File: config.mk
export PLATFORM = sky130hd
export DESIGN_NAME = mhwio_core
export DESIGN_NICKNAME = d
export VERILOG_FILES = /design/src/mhwio_core.v
export VERILOG_INCLUDE_DIRS = /design/src
export SDC_FILE = /design/constraint.sdc
export NUM_CORES = 1
export LEC_CHECK = 0
export ABC_AREA = 0
export BUFFER_PORTS_ARGS = -buffer_cell sky130_fd_sc_hd__buf_4
export CAP_MARGIN = 10
export CORE_MARGIN = 2
export CORE_UTILIZATION = 57
export CTS_CLUSTER_DIAMETER = 50
export DETAILED_ROUTE_END_ITERATION = 10
export PLACE_DENSITY_LB_ADDON = 0.15
export SKIP_LAST_GASP = 1
export SYNTH_ARGS = -nofsm -noshare
export SYNTH_HDL_FRONTEND = slang
export SYNTH_SLANG_ARGS = --single-unit
export TNS_END_PERCENT = 1
File: constraint.sdc
create_clock -name CLK -period 3.5 [get_ports CLK]
set_input_delay 0.875 -clock CLK [delete_from_list [all_inputs] [get_ports CLK]]
set_output_delay 0.875 -clock CLK [all_outputs]
set_load 0.02 [all_outputs]
File: src/mhwio_defs.vh
/*
 * Constants of the host watchdog and point map block: function codes,
 * point addresses, coil values, exception codes, reset values, timing.
 * Assumes inclusion by bare name from the design file.
 */
`ifndef MHWIO_DEFS_VH
`define MHWIO_DEFS_VH
// function codes
`define MHWIO_FC_RD_COILS 8'h01
`define MHWIO_FC_RD_DI 8'h02
`define MHWIO_FC_RD_HOLD 8'h03
`define MHWIO_FC_RD_INP 8'h04
`define MHWIO_FC_WR_COIL 8'h05
`define MHWIO_FC_WR_REG 8'h06
`define MHWIO_FC_EXC 8'h80
// point addresses (zero based on the wire)
`define MHWIO_PT_WD_EN 16'h0104
`define MHWIO_PT_WD_EXP 16'h010D
`define MHWIO_PT_LAT_CLR 16'h0107
`define MHWIO_PT_TIMEOUT 16'h01E8
`define MHWIO_PT_ALIVE 16'h3038
`define MHWIO_GRP_COIL 13'h0000
`define MHWIO_GRP_DI 13'h0004
`define MHWIO_GRP_LAT_HI 13'h0008
`define MHWIO_GRP_LAT_LO 13'h000C
`define MHWIO_GRP_WD 13'h0021
`define MHWIO_GRP_CNT_CLR 13'h0040
`define MHWIO_WD_EXP_POS 5
// coil values and quantities
`define MHWIO_COIL_ON 16'hFF00
`define MHWIO_COIL_OFF 16'h0000
`define MHWIO_QTY_ONE 16'h0001
`define MHWIO_ALIVE_WORD 16'h0000
// exception codes
`define MHWIO_EX_FUNC 8'h01
`define MHWIO_EX_ADDR 8'h02
`define MHWIO_EX_VAL 8'h03
// station address range
`define MHWIO_STA_MIN 8'h01
`define MHWIO_STA_MAX 8'hF7
// reset values
`define MHWIO_TIMEOUT_RST 8'h00
`define MHWIO_DO_RST 8'h00
// timing: one timeout count is 0.1 s, ten million 10 ns cycles
`define MHWIO_TENTH_CYCLES 24'h989680
`endif

File: src/mhwio_core.v
/*
 * Host watchdog command handling and point map of a remote I/O module.
 * Assumes a serial layer that delivers checked request bytes with an
 * end-of-frame pulse and accepts reply bytes under valid/ready.
 */
//
// Overview of operation
// - status read, fc01 at 0x010D, one byte
// - status byte 0x00 clear, 0x01 set
// - timeout read, fc03 at 0x01E8, two bytes
// - timeout held 0..255 tenths of second
// - host-alive fc03/04 at 0x3038, no reply
// - coil 0x0104 FF00 enables, 0000 disables
// - coil 0x010D FF00 clears expired flag
// - fc06 to 0x01E8 sets timeout
// - write reply echoes point and value
// - failure reply fc plus 0x80, code
// - eight live input points 00033..00040
// - latched-high flags at 00065..00072
// - latched-low flags at 00097..00104
// - write to 00264 clears latches
// - input counters at 30001..30008
// - writes 00513..00520 clear matching counter
// - coils 00001..00008 drive digital outputs
`timescale 1ns/1ns
`default_nettype none
`include "mhwio_defs.vh"
module mhwio_core #(
	parameter [23:0] TENTH_CYCLES = `MHWIO_TENTH_CYCLES
) (
	// clock and reset
	input wire CLK,
	input wire RSTN,
	// station strap, static
	input wire [7:0] STATION_ADDR,
	// request bytes from the serial layer
	input wire RX_VALID,
	input wire [7:0] RX_DATA,
	input wire RX_END,
	// reply bytes to the serial layer
	output reg TX_VALID,
	output reg [7:0] TX_DATA,
	output reg TX_LAST,
	input wire TX_READY,
	// field pins
	input wire [7:0] DIGITAL_INPUT,
	output reg [7:0] DIGITAL_OUTPUT,
	// watchdog state
	output reg HOST_WATCHDOG_ENABLED,
	output reg HOST_WATCHDOG_EXPIRED
);
	localparam ST_IDLE = 1'b0;
	localparam ST_SEND = 1'b1;
	localparam K_EXC = 2'b00;
	localparam K_BITS = 2'b01;
	localparam K_REGS = 2'b10;
	localparam K_ECHO = 2'b11;

	// true when the point sits in the given group of eight
	function in_grp;
		input [15:0] pt;
		input [12:0] grp;
		begin
			in_grp = (pt[15:3] == grp);
		end
	endfunction

	// a quantity 1..8 that stays within its group of eight
	function qty_ok;
		input [15:0] pt;
		input [15:0] qty;
		begin
			qty_ok = (qty != 16'h0000) && (qty <= 16'h0008) &&
				({1'b0, pt[2:0]} + qty[3:0] <= 4'h8);
		end
	endfunction

	reg state_ff;
	reg [2:0] rx_cnt_ff;
	reg [7:0] fr_addr_ff, fr_fc_ff;
	reg [15:0] fr_pt_ff, fr_val_ff;
	reg [1:0] kind_ff;
	reg [7:0] exc_ff, bits_ff;
	reg [4:0] len_ff, idx_ff;
	reg [7:0] timeout_ff;
	reg [23:0] pre_ff;
	reg [7:0] elapsed_ff;
	wire [7:0] di_now, lat_hi, lat_lo;
	wire [127:0] cnt_all;

	// ------------------------------------------------------------
	// request capture
	// ------------------------------------------------------------
	wire sta_ok = (STATION_ADDR >= `MHWIO_STA_MIN) &&
		(STATION_ADDR <= `MHWIO_STA_MAX);
	wire frame_ok = RX_END && (state_ff == ST_IDLE) &&
		(rx_cnt_ff == 3'h6) && sta_ok &&
		(fr_addr_ff == STATION_ADDR);

	// bytes after the sixth are counted but dropped, so long frames
	// fall out as malformed; nothing is captured while replying
	always @(posedge CLK or negedge RSTN) begin
		if (!RSTN) begin
			rx_cnt_ff <= 3'h0;
			fr_addr_ff <= 8'h00;
			fr_fc_ff <= 8'h00;
			fr_pt_ff <= 16'h0000;
			fr_val_ff <= 16'h0000;
		end else if (RX_END) begin
			rx_cnt_ff <= 3'h0;
		end else if (RX_VALID && state_ff == ST_IDLE) begin
			if (rx_cnt_ff != 3'h7)
				rx_cnt_ff <= rx_cnt_ff + 3'h1;
			case (rx_cnt_ff)
			3'h0: fr_addr_ff <= RX_DATA;
			3'h1: fr_fc_ff <= RX_DATA;
			3'h2: fr_pt_ff[15:8] <= RX_DATA;
			3'h3: fr_pt_ff[7:0] <= RX_DATA;
			3'h4: fr_val_ff[15:8] <= RX_DATA;
			3'h5: fr_val_ff[7:0] <= RX_DATA;
			default: ;
			endcase
		end
	end

	// ------------------------------------------------------------
	// command decode
	// ------------------------------------------------------------
	reg d_act, d_alive, d_do_we, d_en_we, d_exp_clr, d_lat_clr, d_to_we;
	reg [1:0] d_kind;
	reg [7:0] d_exc, d_bits, d_cnt_clr, grp;
	reg [4:0] d_len;
	reg gok;
	wire coil_legal = (fr_val_ff == `MHWIO_COIL_ON) ||
		(fr_val_ff == `MHWIO_COIL_OFF);
	wire coil_on = (fr_val_ff == `MHWIO_COIL_ON);
	wire [7:0] qmask = 8'hFF >> (4'h8 - fr_val_ff[3:0]);

	always @* begin
		d_act = 1'b0;
		d_alive = 1'b0;
		d_do_we = 1'b0;
		d_en_we = 1'b0;
		d_exp_clr = 1'b0;
		d_lat_clr = 1'b0;
		d_to_we = 1'b0;
		d_cnt_clr = 8'h00;
		d_kind = K_EXC;
		d_exc = `MHWIO_EX_ADDR;
		d_bits = 8'h00;
		d_len = 5'h03;
		gok = 1'b1;
		case (fr_pt_ff[15:3])
		`MHWIO_GRP_COIL: grp = DIGITAL_OUTPUT;
		`MHWIO_GRP_DI: grp = di_now;
		`MHWIO_GRP_LAT_HI: grp = lat_hi;
		`MHWIO_GRP_LAT_LO: grp = lat_lo;
		`MHWIO_GRP_WD: grp = {7'h00, HOST_WATCHDOG_EXPIRED}
			<< `MHWIO_WD_EXP_POS;
		default: begin
			grp = 8'h00;
			gok = 1'b0;
		end
		endcase
		if (frame_ok) begin
			d_act = 1'b1;
			case (fr_fc_ff)
			`MHWIO_FC_RD_COILS, `MHWIO_FC_RD_DI: begin
				if (!gok)
					d_exc = `MHWIO_EX_ADDR;
				else if (!qty_ok(fr_pt_ff, fr_val_ff))
					d_exc = `MHWIO_EX_VAL;
				else begin
					d_kind = K_BITS;
					d_len = 5'h04;
					d_bits = (grp >> fr_pt_ff[2:0]) & qmask;
				end
			end
			`MHWIO_FC_RD_HOLD, `MHWIO_FC_RD_INP: begin
				if (fr_pt_ff == `MHWIO_PT_ALIVE &&
					fr_val_ff == `MHWIO_ALIVE_WORD) begin
					d_act = 1'b0;
					d_alive = 1'b1;
				end else if ((fr_pt_ff == `MHWIO_PT_TIMEOUT &&
					fr_val_ff == `MHWIO_QTY_ONE) ||
					(in_grp(fr_pt_ff, `MHWIO_GRP_COIL) &&
					qty_ok(fr_pt_ff, fr_val_ff))) begin
					d_kind = K_REGS;
					d_len = 5'h03 + {fr_val_ff[3:0], 1'b0};
				end
			end
			`MHWIO_FC_WR_COIL: begin
				if (!coil_legal)
					d_exc = `MHWIO_EX_VAL;
				else if (in_grp(fr_pt_ff, `MHWIO_GRP_COIL))
					d_do_we = 1'b1;
				else if (fr_pt_ff == `MHWIO_PT_WD_EN)
					d_en_we = 1'b1;
				else if (fr_pt_ff == `MHWIO_PT_WD_EXP)
					d_exp_clr = coil_on;
				else if (fr_pt_ff == `MHWIO_PT_LAT_CLR)
					d_lat_clr = coil_on;
				else if (in_grp(fr_pt_ff, `MHWIO_GRP_CNT_CLR))
					d_cnt_clr = {7'h00, coil_on}
						<< fr_pt_ff[2:0];
				if (coil_legal && (d_do_we || d_en_we ||
					fr_pt_ff == `MHWIO_PT_WD_EXP ||
					fr_pt_ff == `MHWIO_PT_LAT_CLR ||
					in_grp(fr_pt_ff, `MHWIO_GRP_CNT_CLR))) begin
					d_kind = K_ECHO;
					d_len = 5'h06;
				end
			end
			`MHWIO_FC_WR_REG: begin
				if (fr_pt_ff != `MHWIO_PT_TIMEOUT)
					d_exc = `MHWIO_EX_ADDR;
				else if (fr_val_ff[15:8] != 8'h00)
					d_exc = `MHWIO_EX_VAL;
				else begin
					d_to_we = 1'b1;
					d_kind = K_ECHO;
					d_len = 5'h06;
				end
			end
			default: d_exc = `MHWIO_EX_FUNC;
			endcase
		end
	end

	// ------------------------------------------------------------
	// reply sequencer
	// ------------------------------------------------------------
	wire [4:0] j = idx_ff - 5'h03;
	wire [2:0] ci = fr_pt_ff[2:0] + j[3:1];
	wire [15:0] word = (fr_pt_ff == `MHWIO_PT_TIMEOUT) ?
		{8'h00, timeout_ff} : cnt_all[{ci, 4'h0} +: 16];
	reg [7:0] nxt_byte;

	// bytes are built on the fly, so counters are read live
	always @* begin
		case (idx_ff)
		5'h00: nxt_byte = fr_addr_ff;
		5'h01: nxt_byte = (kind_ff == K_EXC) ?
			(fr_fc_ff | `MHWIO_FC_EXC) : fr_fc_ff;
		5'h02: nxt_byte = (kind_ff == K_EXC) ? exc_ff :
			(kind_ff == K_BITS) ? 8'h01 :
			(kind_ff == K_REGS) ? {3'h0, len_ff - 5'h03} :
			fr_pt_ff[15:8];
		5'h03: nxt_byte = (kind_ff == K_BITS) ? bits_ff :
			(kind_ff == K_ECHO) ? fr_pt_ff[7:0] : word[15:8];
		5'h04: nxt_byte = (kind_ff == K_ECHO) ? fr_val_ff[15:8] :
			word[7:0];
		5'h05: nxt_byte = (kind_ff == K_ECHO) ? fr_val_ff[7:0] :
			word[15:8];
		default: nxt_byte = j[0] ? word[7:0] : word[15:8];
		endcase
	end

	always @(posedge CLK or negedge RSTN) begin
		if (!RSTN) begin
			state_ff <= ST_IDLE;
			kind_ff <= K_EXC;
			exc_ff <= 8'h00;
			bits_ff <= 8'h00;
			len_ff <= 5'h00;
			idx_ff <= 5'h00;
			TX_VALID <= 1'b0;
			TX_DATA <= 8'h00;
			TX_LAST <= 1'b0;
		end else begin
			case (state_ff)
			ST_IDLE: begin
				idx_ff <= 5'h00;
				if (d_act) begin
					state_ff <= ST_SEND;
					kind_ff <= d_kind;
					exc_ff <= d_exc;
					bits_ff <= d_bits;
					len_ff <= d_len;
				end
			end
			ST_SEND: begin
				if (!TX_VALID || TX_READY) begin
					if (idx_ff < len_ff) begin
						TX_VALID <= 1'b1;
						TX_DATA <= nxt_byte;
						TX_LAST <= (idx_ff == len_ff - 5'h01);
						idx_ff <= idx_ff + 5'h01;
					end else begin
						TX_VALID <= 1'b0;
						TX_LAST <= 1'b0;
						state_ff <= ST_IDLE;
					end
				end
			end
			default: state_ff <= ST_IDLE;
			endcase
		end
	end

	// ------------------------------------------------------------
	// outputs, timeout and watchdog
	// ------------------------------------------------------------
	wire tick = (pre_ff == TENTH_CYCLES - 24'h000001);
	wire restart = d_alive || d_en_we || !HOST_WATCHDOG_ENABLED;
	wire expire = HOST_WATCHDOG_ENABLED && timeout_ff != 8'h00 &&
		elapsed_ff >= timeout_ff;

	// a zero timeout never expires; expiry wins over a clear
	always @(posedge CLK or negedge RSTN) begin
		if (!RSTN) begin
			DIGITAL_OUTPUT <= `MHWIO_DO_RST;
			HOST_WATCHDOG_ENABLED <= 1'b0;
			HOST_WATCHDOG_EXPIRED <= 1'b0;
			timeout_ff <= `MHWIO_TIMEOUT_RST;
			pre_ff <= 24'h000000;
			elapsed_ff <= 8'h00;
		end else begin
			if (d_do_we)
				DIGITAL_OUTPUT[fr_pt_ff[2:0]] <= coil_on;
			if (d_en_we)
				HOST_WATCHDOG_ENABLED <= coil_on;
			if (d_to_we)
				timeout_ff <= fr_val_ff[7:0];
			HOST_WATCHDOG_EXPIRED <= expire ||
				(HOST_WATCHDOG_EXPIRED && !d_exp_clr);
			if (restart) begin
				pre_ff <= 24'h000000;
				elapsed_ff <= 8'h00;
			end else begin
				pre_ff <= tick ? 24'h000000 : pre_ff + 24'h000001;
				if (tick && elapsed_ff != 8'hFF)
					elapsed_ff <= elapsed_ff + 8'h01;
			end
		end
	end

	// ------------------------------------------------------------
	// per-input sync, latches and counters
	// ------------------------------------------------------------
	genvar i;
	generate
		for (i = 0; i < 8; i = i + 1) begin : g_in
			reg s1_ff, s2_ff, s3_ff, lvl_ff, lh_ff, ll_ff;
			reg [15:0] cnt_ff;
			wire agree = (s2_ff == s3_ff);
			wire rise = agree && s3_ff && !lvl_ff;
			wire fall = agree && !s3_ff && lvl_ff;
			assign di_now[i] = lvl_ff;
			assign lat_hi[i] = lh_ff;
			assign lat_lo[i] = ll_ff;
			assign cnt_all[16*i +: 16] = cnt_ff;
			// edge counts wrap; an edge beats a same-cycle clear
			always @(posedge CLK or negedge RSTN) begin
				if (!RSTN) begin
					s1_ff <= 1'b0;
					s2_ff <= 1'b0;
					s3_ff <= 1'b0;
					lvl_ff <= 1'b0;
					lh_ff <= 1'b0;
					ll_ff <= 1'b0;
					cnt_ff <= 16'h0000;
				end else begin
					s1_ff <= DIGITAL_INPUT[i];
					s2_ff <= s1_ff;
					s3_ff <= s2_ff;
					if (agree)
						lvl_ff <= s3_ff;
					lh_ff <= rise || (lh_ff && !d_lat_clr);
					ll_ff <= fall || (ll_ff && !d_lat_clr);
					if (rise)
						cnt_ff <= d_cnt_clr[i] ? 16'h0001 :
							cnt_ff + 16'h0001;
					else if (d_cnt_clr[i])
						cnt_ff <= 16'h0000;
				end
			end
		end
	endgenerate
endmodule
`default_nettype wire

* Word level (Yosys, flattened, before mapping)
Index checks and enable logic that the tools add are counted.
** Storage, ports and cells
- Bits in registers :: 316
- Output and inout bits :: 20
** Operators by class
- Bitwise gates (word level) :: 3
- $add $sub $neg :: 19
- Multiplexer cells :: 128
- Shift operators :: 4
- Eq/ne operators :: 48
- Reduce and logical (&&, ||, !) cells :: 144
- $lt $le $gt $ge :: 8
** Operators with widths (number)
- two-way mux 16 bit :: 25
- two-way mux 8 bit :: 23
- adder 16 x 1 -> 16 bit (second input constant) :: 8
- indexed part select 128 x 8 -> 16 bit :: 1
- logical AND 1 bit :: 65
- == test 16 x 9 -> 1 bit (second input constant) :: 4
- two-way mux 1 bit :: 49
- two-way mux 24 bit :: 2
- one-hot mux 8 bit (6 select lines) :: 1
- one-hot mux 8 bit (5 select lines) :: 1
- two-way mux 5 bit :: 6
- == test 13 x 4 -> 1 bit (second input constant) :: 2
- logical OR 1 bit :: 26
- adder 24 x 1 -> 24 bit (second input constant) :: 1
- == test 24 bit (second input constant) :: 1
- == test 8 x 3 -> 1 bit (second input constant) :: 3
- nonzero test 2 bit :: 11
- two-way mux 3 bit :: 7
- AND reduction 3 bit :: 7
- logical NOT 1 bit :: 20
- one-hot mux 5 bit (4 select lines) :: 1
- == test 16 x 1 -> 1 bit (second input constant) :: 1
- == test 16 x 14 -> 1 bit (second input constant) :: 1
- == test 16 bit (second input constant) :: 1
- 59 further kinds :: 87

* Depth between registers and ports, before layout
- Word-level depth :: 14
- Mapped depth :: 13
- Depth with buffers taken out :: 11

* Worst setup path before layout
No wires, ideal clock.
- Kind :: register to register
- Start point :: register idx_ff[0]
- End point :: register TX_DATA[3]
- Data arrival time :: 3.202 ns
- Cell stages (with the launch flop) :: 12
- Setup time :: 0.134 ns
- Setup slack :: 0.164 ns
- Period minus slack after synthesis :: 3.336 ns
- Path buffers :: 2
- Required time :: 3.366 ns
- Cell sequence :: dfrtp_1 > inv_1 > ha_1 > ha_1 > fa_1 > buf_1 > clkbuf_1 > mux4_2 > nor2_1 > nor4_1 > a2111oi_0 > a21oi_1
** On the way
- Cells in the longest elaborated chain, start to end :: 7
- Elaborated cells on any way between the ends :: 18
- Classes of those cells :: 2 x add/sub; 1 x order compare; 5 x eq/ne; 1 x shift; 7 x mux; 2 x reduce/logical
** Ends and longest elaborated chain
- start: declaration :: RTL line mhwio_core.v:84 : reg [4:0] len_ff, idx_ff;
- start signal: assignment :: RTL line mhwio_core.v:288 : idx_ff <= idx_ff + 5'h01;
- subtractor 4 x 2 -> 4 bit :: RTL line mhwio_core.v:233 : wire [4:0] j = idx_ff - 5'h03;
- adder 3 bit :: RTL line mhwio_core.v:234 : wire [2:0] ci = fr_pt_ff[2:0] + j[3:1];
- indexed part select 128 x 8 -> 16 bit :: RTL line mhwio_core.v:236 : {8'h00, timeout_ff} : cnt_all[{ci, 4'h0} +: 16];
- two-way mux 16 bit :: RTL line mhwio_core.v:235 : wire [15:0] word = (fr_pt_ff == `MHWIO_PT_TIMEOUT) ?
- two-way mux 8 bit :: RTL line mhwio_core.v:250 : (kind_ff == K_ECHO) ? fr_pt_ff[7:0] : word[15:8];
- two-way mux 8 bit :: RTL line mhwio_core.v:249 : 5'h03: nxt_byte = (kind_ff == K_BITS) ? bits_ff :
- one-hot mux 8 bit (6 select lines) :: RTL line mhwio_core.v:241 : case (idx_ff)
- end signal: assignment :: RTL line mhwio_core.v:286 : TX_DATA <= nxt_byte;
- end: declaration :: RTL line mhwio_core.v:42 : output reg [7:0] TX_DATA,
Several ways; a longest one is shown, not always the timed one.
A chain may end at the register's enable or synchronous reset.

* Worst setup path in the final report
- Start point :: register idx_ff[0]
- End point :: register TX_DATA[4]
The elaborated chain is that of the path after synthesis.

==> summary.txt <==
Floorplanning
  • Initial core utilization: 57.5%
  • Die area: approximately 0.032 mm²
  • Core Footprint: around 0.030 mm²
  • Row count: between 60 and 70
  • Die H: 179 µm
  • Die W: between 150 and 200 µm
  • I/O Pins: 49

Global routing
  • Antenna violations before repair: 2
  • Residual overflow from global routing: 0
  • Vias in the first global route: approximately 14000
  • Tot GR Track Use: 31.0%
  • Largest net degree at the start of global routing: 76
  • First-pass GRT wire length: 76400 µm

Detailed routing
  • TritonRoute pass-1 iters: 7
  • Final wirelength: a little under 50000 µm
  • Post-route ant nets: 0
  • Via density: 6.17
  • Vias after detailed routing: 13900
  • # DRC: 0
  • DR WL/cell: 21.4 µm
  • DRT iter0 DRCs: 1185

Clock tree
  • CTS-repair resized insts: 0
  • Reg clk slew, reported paths: 0.06 ns
  • Worst-skew pair later-pin latency: approximately 0.53 ns
  • CTS Hold Buffers Added: 0
  • CTS H-tree depth: 2
  • Post-CTS Setup Bufs: 0
  • Clock buffer depth: 3
  • Root Buffer: clkbuf_16
  • CTS buffer count: 41
  • CTS tree: yes
  • Sink Count: 310

Power
  • Worst IR drop on VDD: 444 µV
  • Combinational share of power: about a quarter
  • Pwr Density: 691 mW/mm²
  • Reg power frac: a little over two fifths
  • Clk pwr share: about a third
  • Pint: 8.85 mW
  • Switching Power: 4.96 mW
  • Leak Pwr: 8.34 nW
  • Sw Share: 35.9%

Timing
  • Final hold violations: 0
  • Relative slew slack: roughly half
  • Unrepaired setup endpoints after global routing: no
  • Pins over their slew limit: 0
  • Setup violations, final: 0
  • Minimum clock period: about 3.3 ns
  • Actual slew at the worst max-slew pin: between 0.7 and 0.8 ns
  • Total negative slack: 0 ns
  • Final period utilization: between 90% and 100%
  • Fmax: 303 MHz
  • Worst Clk Skew: 0.0114 ns

Logic synthesis
  • Post-synthesis xor/xnor area fraction: 8.82%
  • Yosys warns: 0
  • Yosys reg bits: 310
  • EDFF count, synth: 0
  • Synth unique cells: 86
  • Post-synthesis compound-gate area fraction: 9.18%
  • Synth Flop Type: dfrtp_1
  • Multiplexer area fraction after synthesis: 9.47%
  • Syn_area_per_cell: 9.94 µm²
  • Largest family of logic cells by synthesized area: simple AND/OR/NAND/NOR gates
  • Post-Syn Instances: 1754
  • Post-Syn Area: 0.0174 mm²
  • Synth Net Count: between 1500 and 2000
  • Simple-gate area share of the yosys netlist: between 20% and 30%
  • Adder-Cell Fraction of Synth Area: 4.61%
  • Register area share after synthesis: 44.5%
  • Ys async rst share: 100%

Cells and area
  • Final Instance Area: 0.0200 mm²
  • Area growth syn-to-layout: 14.6%
  • Ratio of cells with drive above 1 in the final layout: 15.5%
  • Commonest non-fill, non-tap cell in the layout: dfrtp_1
  • Most frequent cells in the layout: dfrtp_1 (309), nor2_1 (233), nand2_1 (168), xor2_1 (104), buf_4 (100)
  • Post-layout nets: between 1500 and 2000

Outcome
  • Status: finished, final reports clean

Worst setup path
  • Worst-path maximum fanout: 20
  • WP data arrival: 3.72 ns
  • Critical path startpoint category: register
  • CP Class: reg -> reg
  • CP required: 3.91 ns
  • Setup crit end kind: register

Worst hold path
  • Hold WC Path Type: in -> async

Placed design
  • Hpwl dp: 35800 µm
  • Placer Congestion: slightly below 1
  • Area after DPL: 0.0185 mm²
  • IO buf count: 48

Job
  • Number of max-cap violations: 0
## worst max-delay path: stages (launching register included)
cell,delay (ns)
dfrtp_2,0.44
inv_1,0.08
ha_1,0.32
ha_1,0.20
fa_1,0.37
xnor3_2,0.35
xnor2_4,0.29
buf_12,0.22
mux2i_1,0.23
a32oi_1,0.09
a22oi_1,0.21
o211ai_1,0.12
mux2_2,0.27
## path summary, 6_finish.rpt
| kind | from | end | slack, ns | cells after the start |
|---|---|---|---|---|
| worst max-delay path | idx_ff[0]$_DFFE_PN0P_ | TX_DATA[4]$_DFFE_PN0P_ | 0.20 | 12 |
| worst max register to register | idx_ff[0]$_DFFE_PN0P_ | TX_DATA[4]$_DFFE_PN0P_ | 0.20 | 12 |
| worst min register to register | g_in[6].s1_ff$_DFF_PN0_ | g_in[6].s2_ff$_DFF_PN0_ | 0.35 | 0 |
| min in group CLK | g_in[6].s1_ff$_DFF_PN0_ | g_in[6].s2_ff$_DFF_PN0_ | 0.35 | 0 |
| max in group asynchronous | RSTN | g_in[2].s2_ff$_DFF_PN0_ | 2.33 | 2 |
| worst min-delay path | RSTN | g_in[7].cnt_ff[10]$_DFFE_PN0P_ | 0.34 | 1 |
## layer usage
layer  vias up  GRT usage, %  part of all wire, %
met3       123          6.47                  7.9
met5         -             0                0.027
met2       560          47.0                   44
met4         2          11.5                  3.5
li1       6329             -                    -
met1      6902          43.9                   44
## stage by stage
step / cells / setup slack (ns) / hold slack, ns / util, % / power, mW
after global routing: 2255 / 0.0671 / 0.359 / 65.8 / 14.5
after detailed placement: 2180 / 0.0269 / 0.337 / 61.0 / 9.34
after floorplan: 1754 / 0.164 / 0.331 / - / 7.92
after global placement: 2180 / 0.146 / 0.332 / 61.0 / 9.20
after CTS: 2254 / 0.0201 / 0.350 / 65.7 / 13.7
final: 2256 / 0.196 / 0.344 / 65.8 / 13.8
## flip-flops by register name, indices dropped and copies added (netlist names), 16 cells and up
name         flops
pre_ff          24
fr_val_ff       16
fr_pt_ff        16
g_in.cnt_ff    128
## synthesized netlist by cell type (16+ instances only)
master | number | area [µm²]
buf_2 | 17 | 85.1
nand2_1 | 168 | 631
a21oi_1 | 45 | 225
nor2b_1 | 28 | 175
and3_1 | 23 | 144
a22o_1 | 19 | 166
ha_1 | 61 | 763
inv_1 | 52 | 195
o21ai_0 | 50 | 250
a21o_1 | 19 | 143
mux2_2 | 66 | 743
nand4_1 | 49 | 307
nor3_1 | 26 | 130
xor2_1 | 104 | 911
mux4_2 | 23 | 518
and4_1 | 18 | 158
nand3_1 | 72 | 360
and2_1 | 17 | 106
a32oi_1 | 16 | 140
dfrtp_1 | 310 | 7760
xnor2_1 | 69 | 604
clkbuf_1 | 48 | 180
nor2_1 | 233 | 875
mux2i_1 | 39 | 390
## cell type report
type	count	area (µm²)
Clock buffer	54	1190
Clock inverter	20	238
Antenna cell	1	2.50
Timing Repair Buffer	109	931
Tap cell	396	495
Sequential cell	310	7760
Inverter	53	199
Fill cell	2444	10400
Multi-Input combinational cell	1313	9160
## power by group through the flow
stage	Clock [mW]	Combinational (mW)	Sequential (mW)
after floorplan	0	2.67	5.24
after global placement	0	3.43	5.77
after detailed placement	0	3.56	5.78
after CTS	4.41	3.59	5.74
after global routing	4.55	4.06	5.90
final	4.35	3.67	5.80
## cell families (layout without fill, tap and decap cells)
logic type,after synthesis,count (layout)
xor+xnor,174,174
buf+inv,131,236
fa+ha+maj,63,63
mux,128,128
simple gates,717,717
compound gates,231,231
other cells,0,1
flops,310,310
Power figures use the tool's default switching activity.
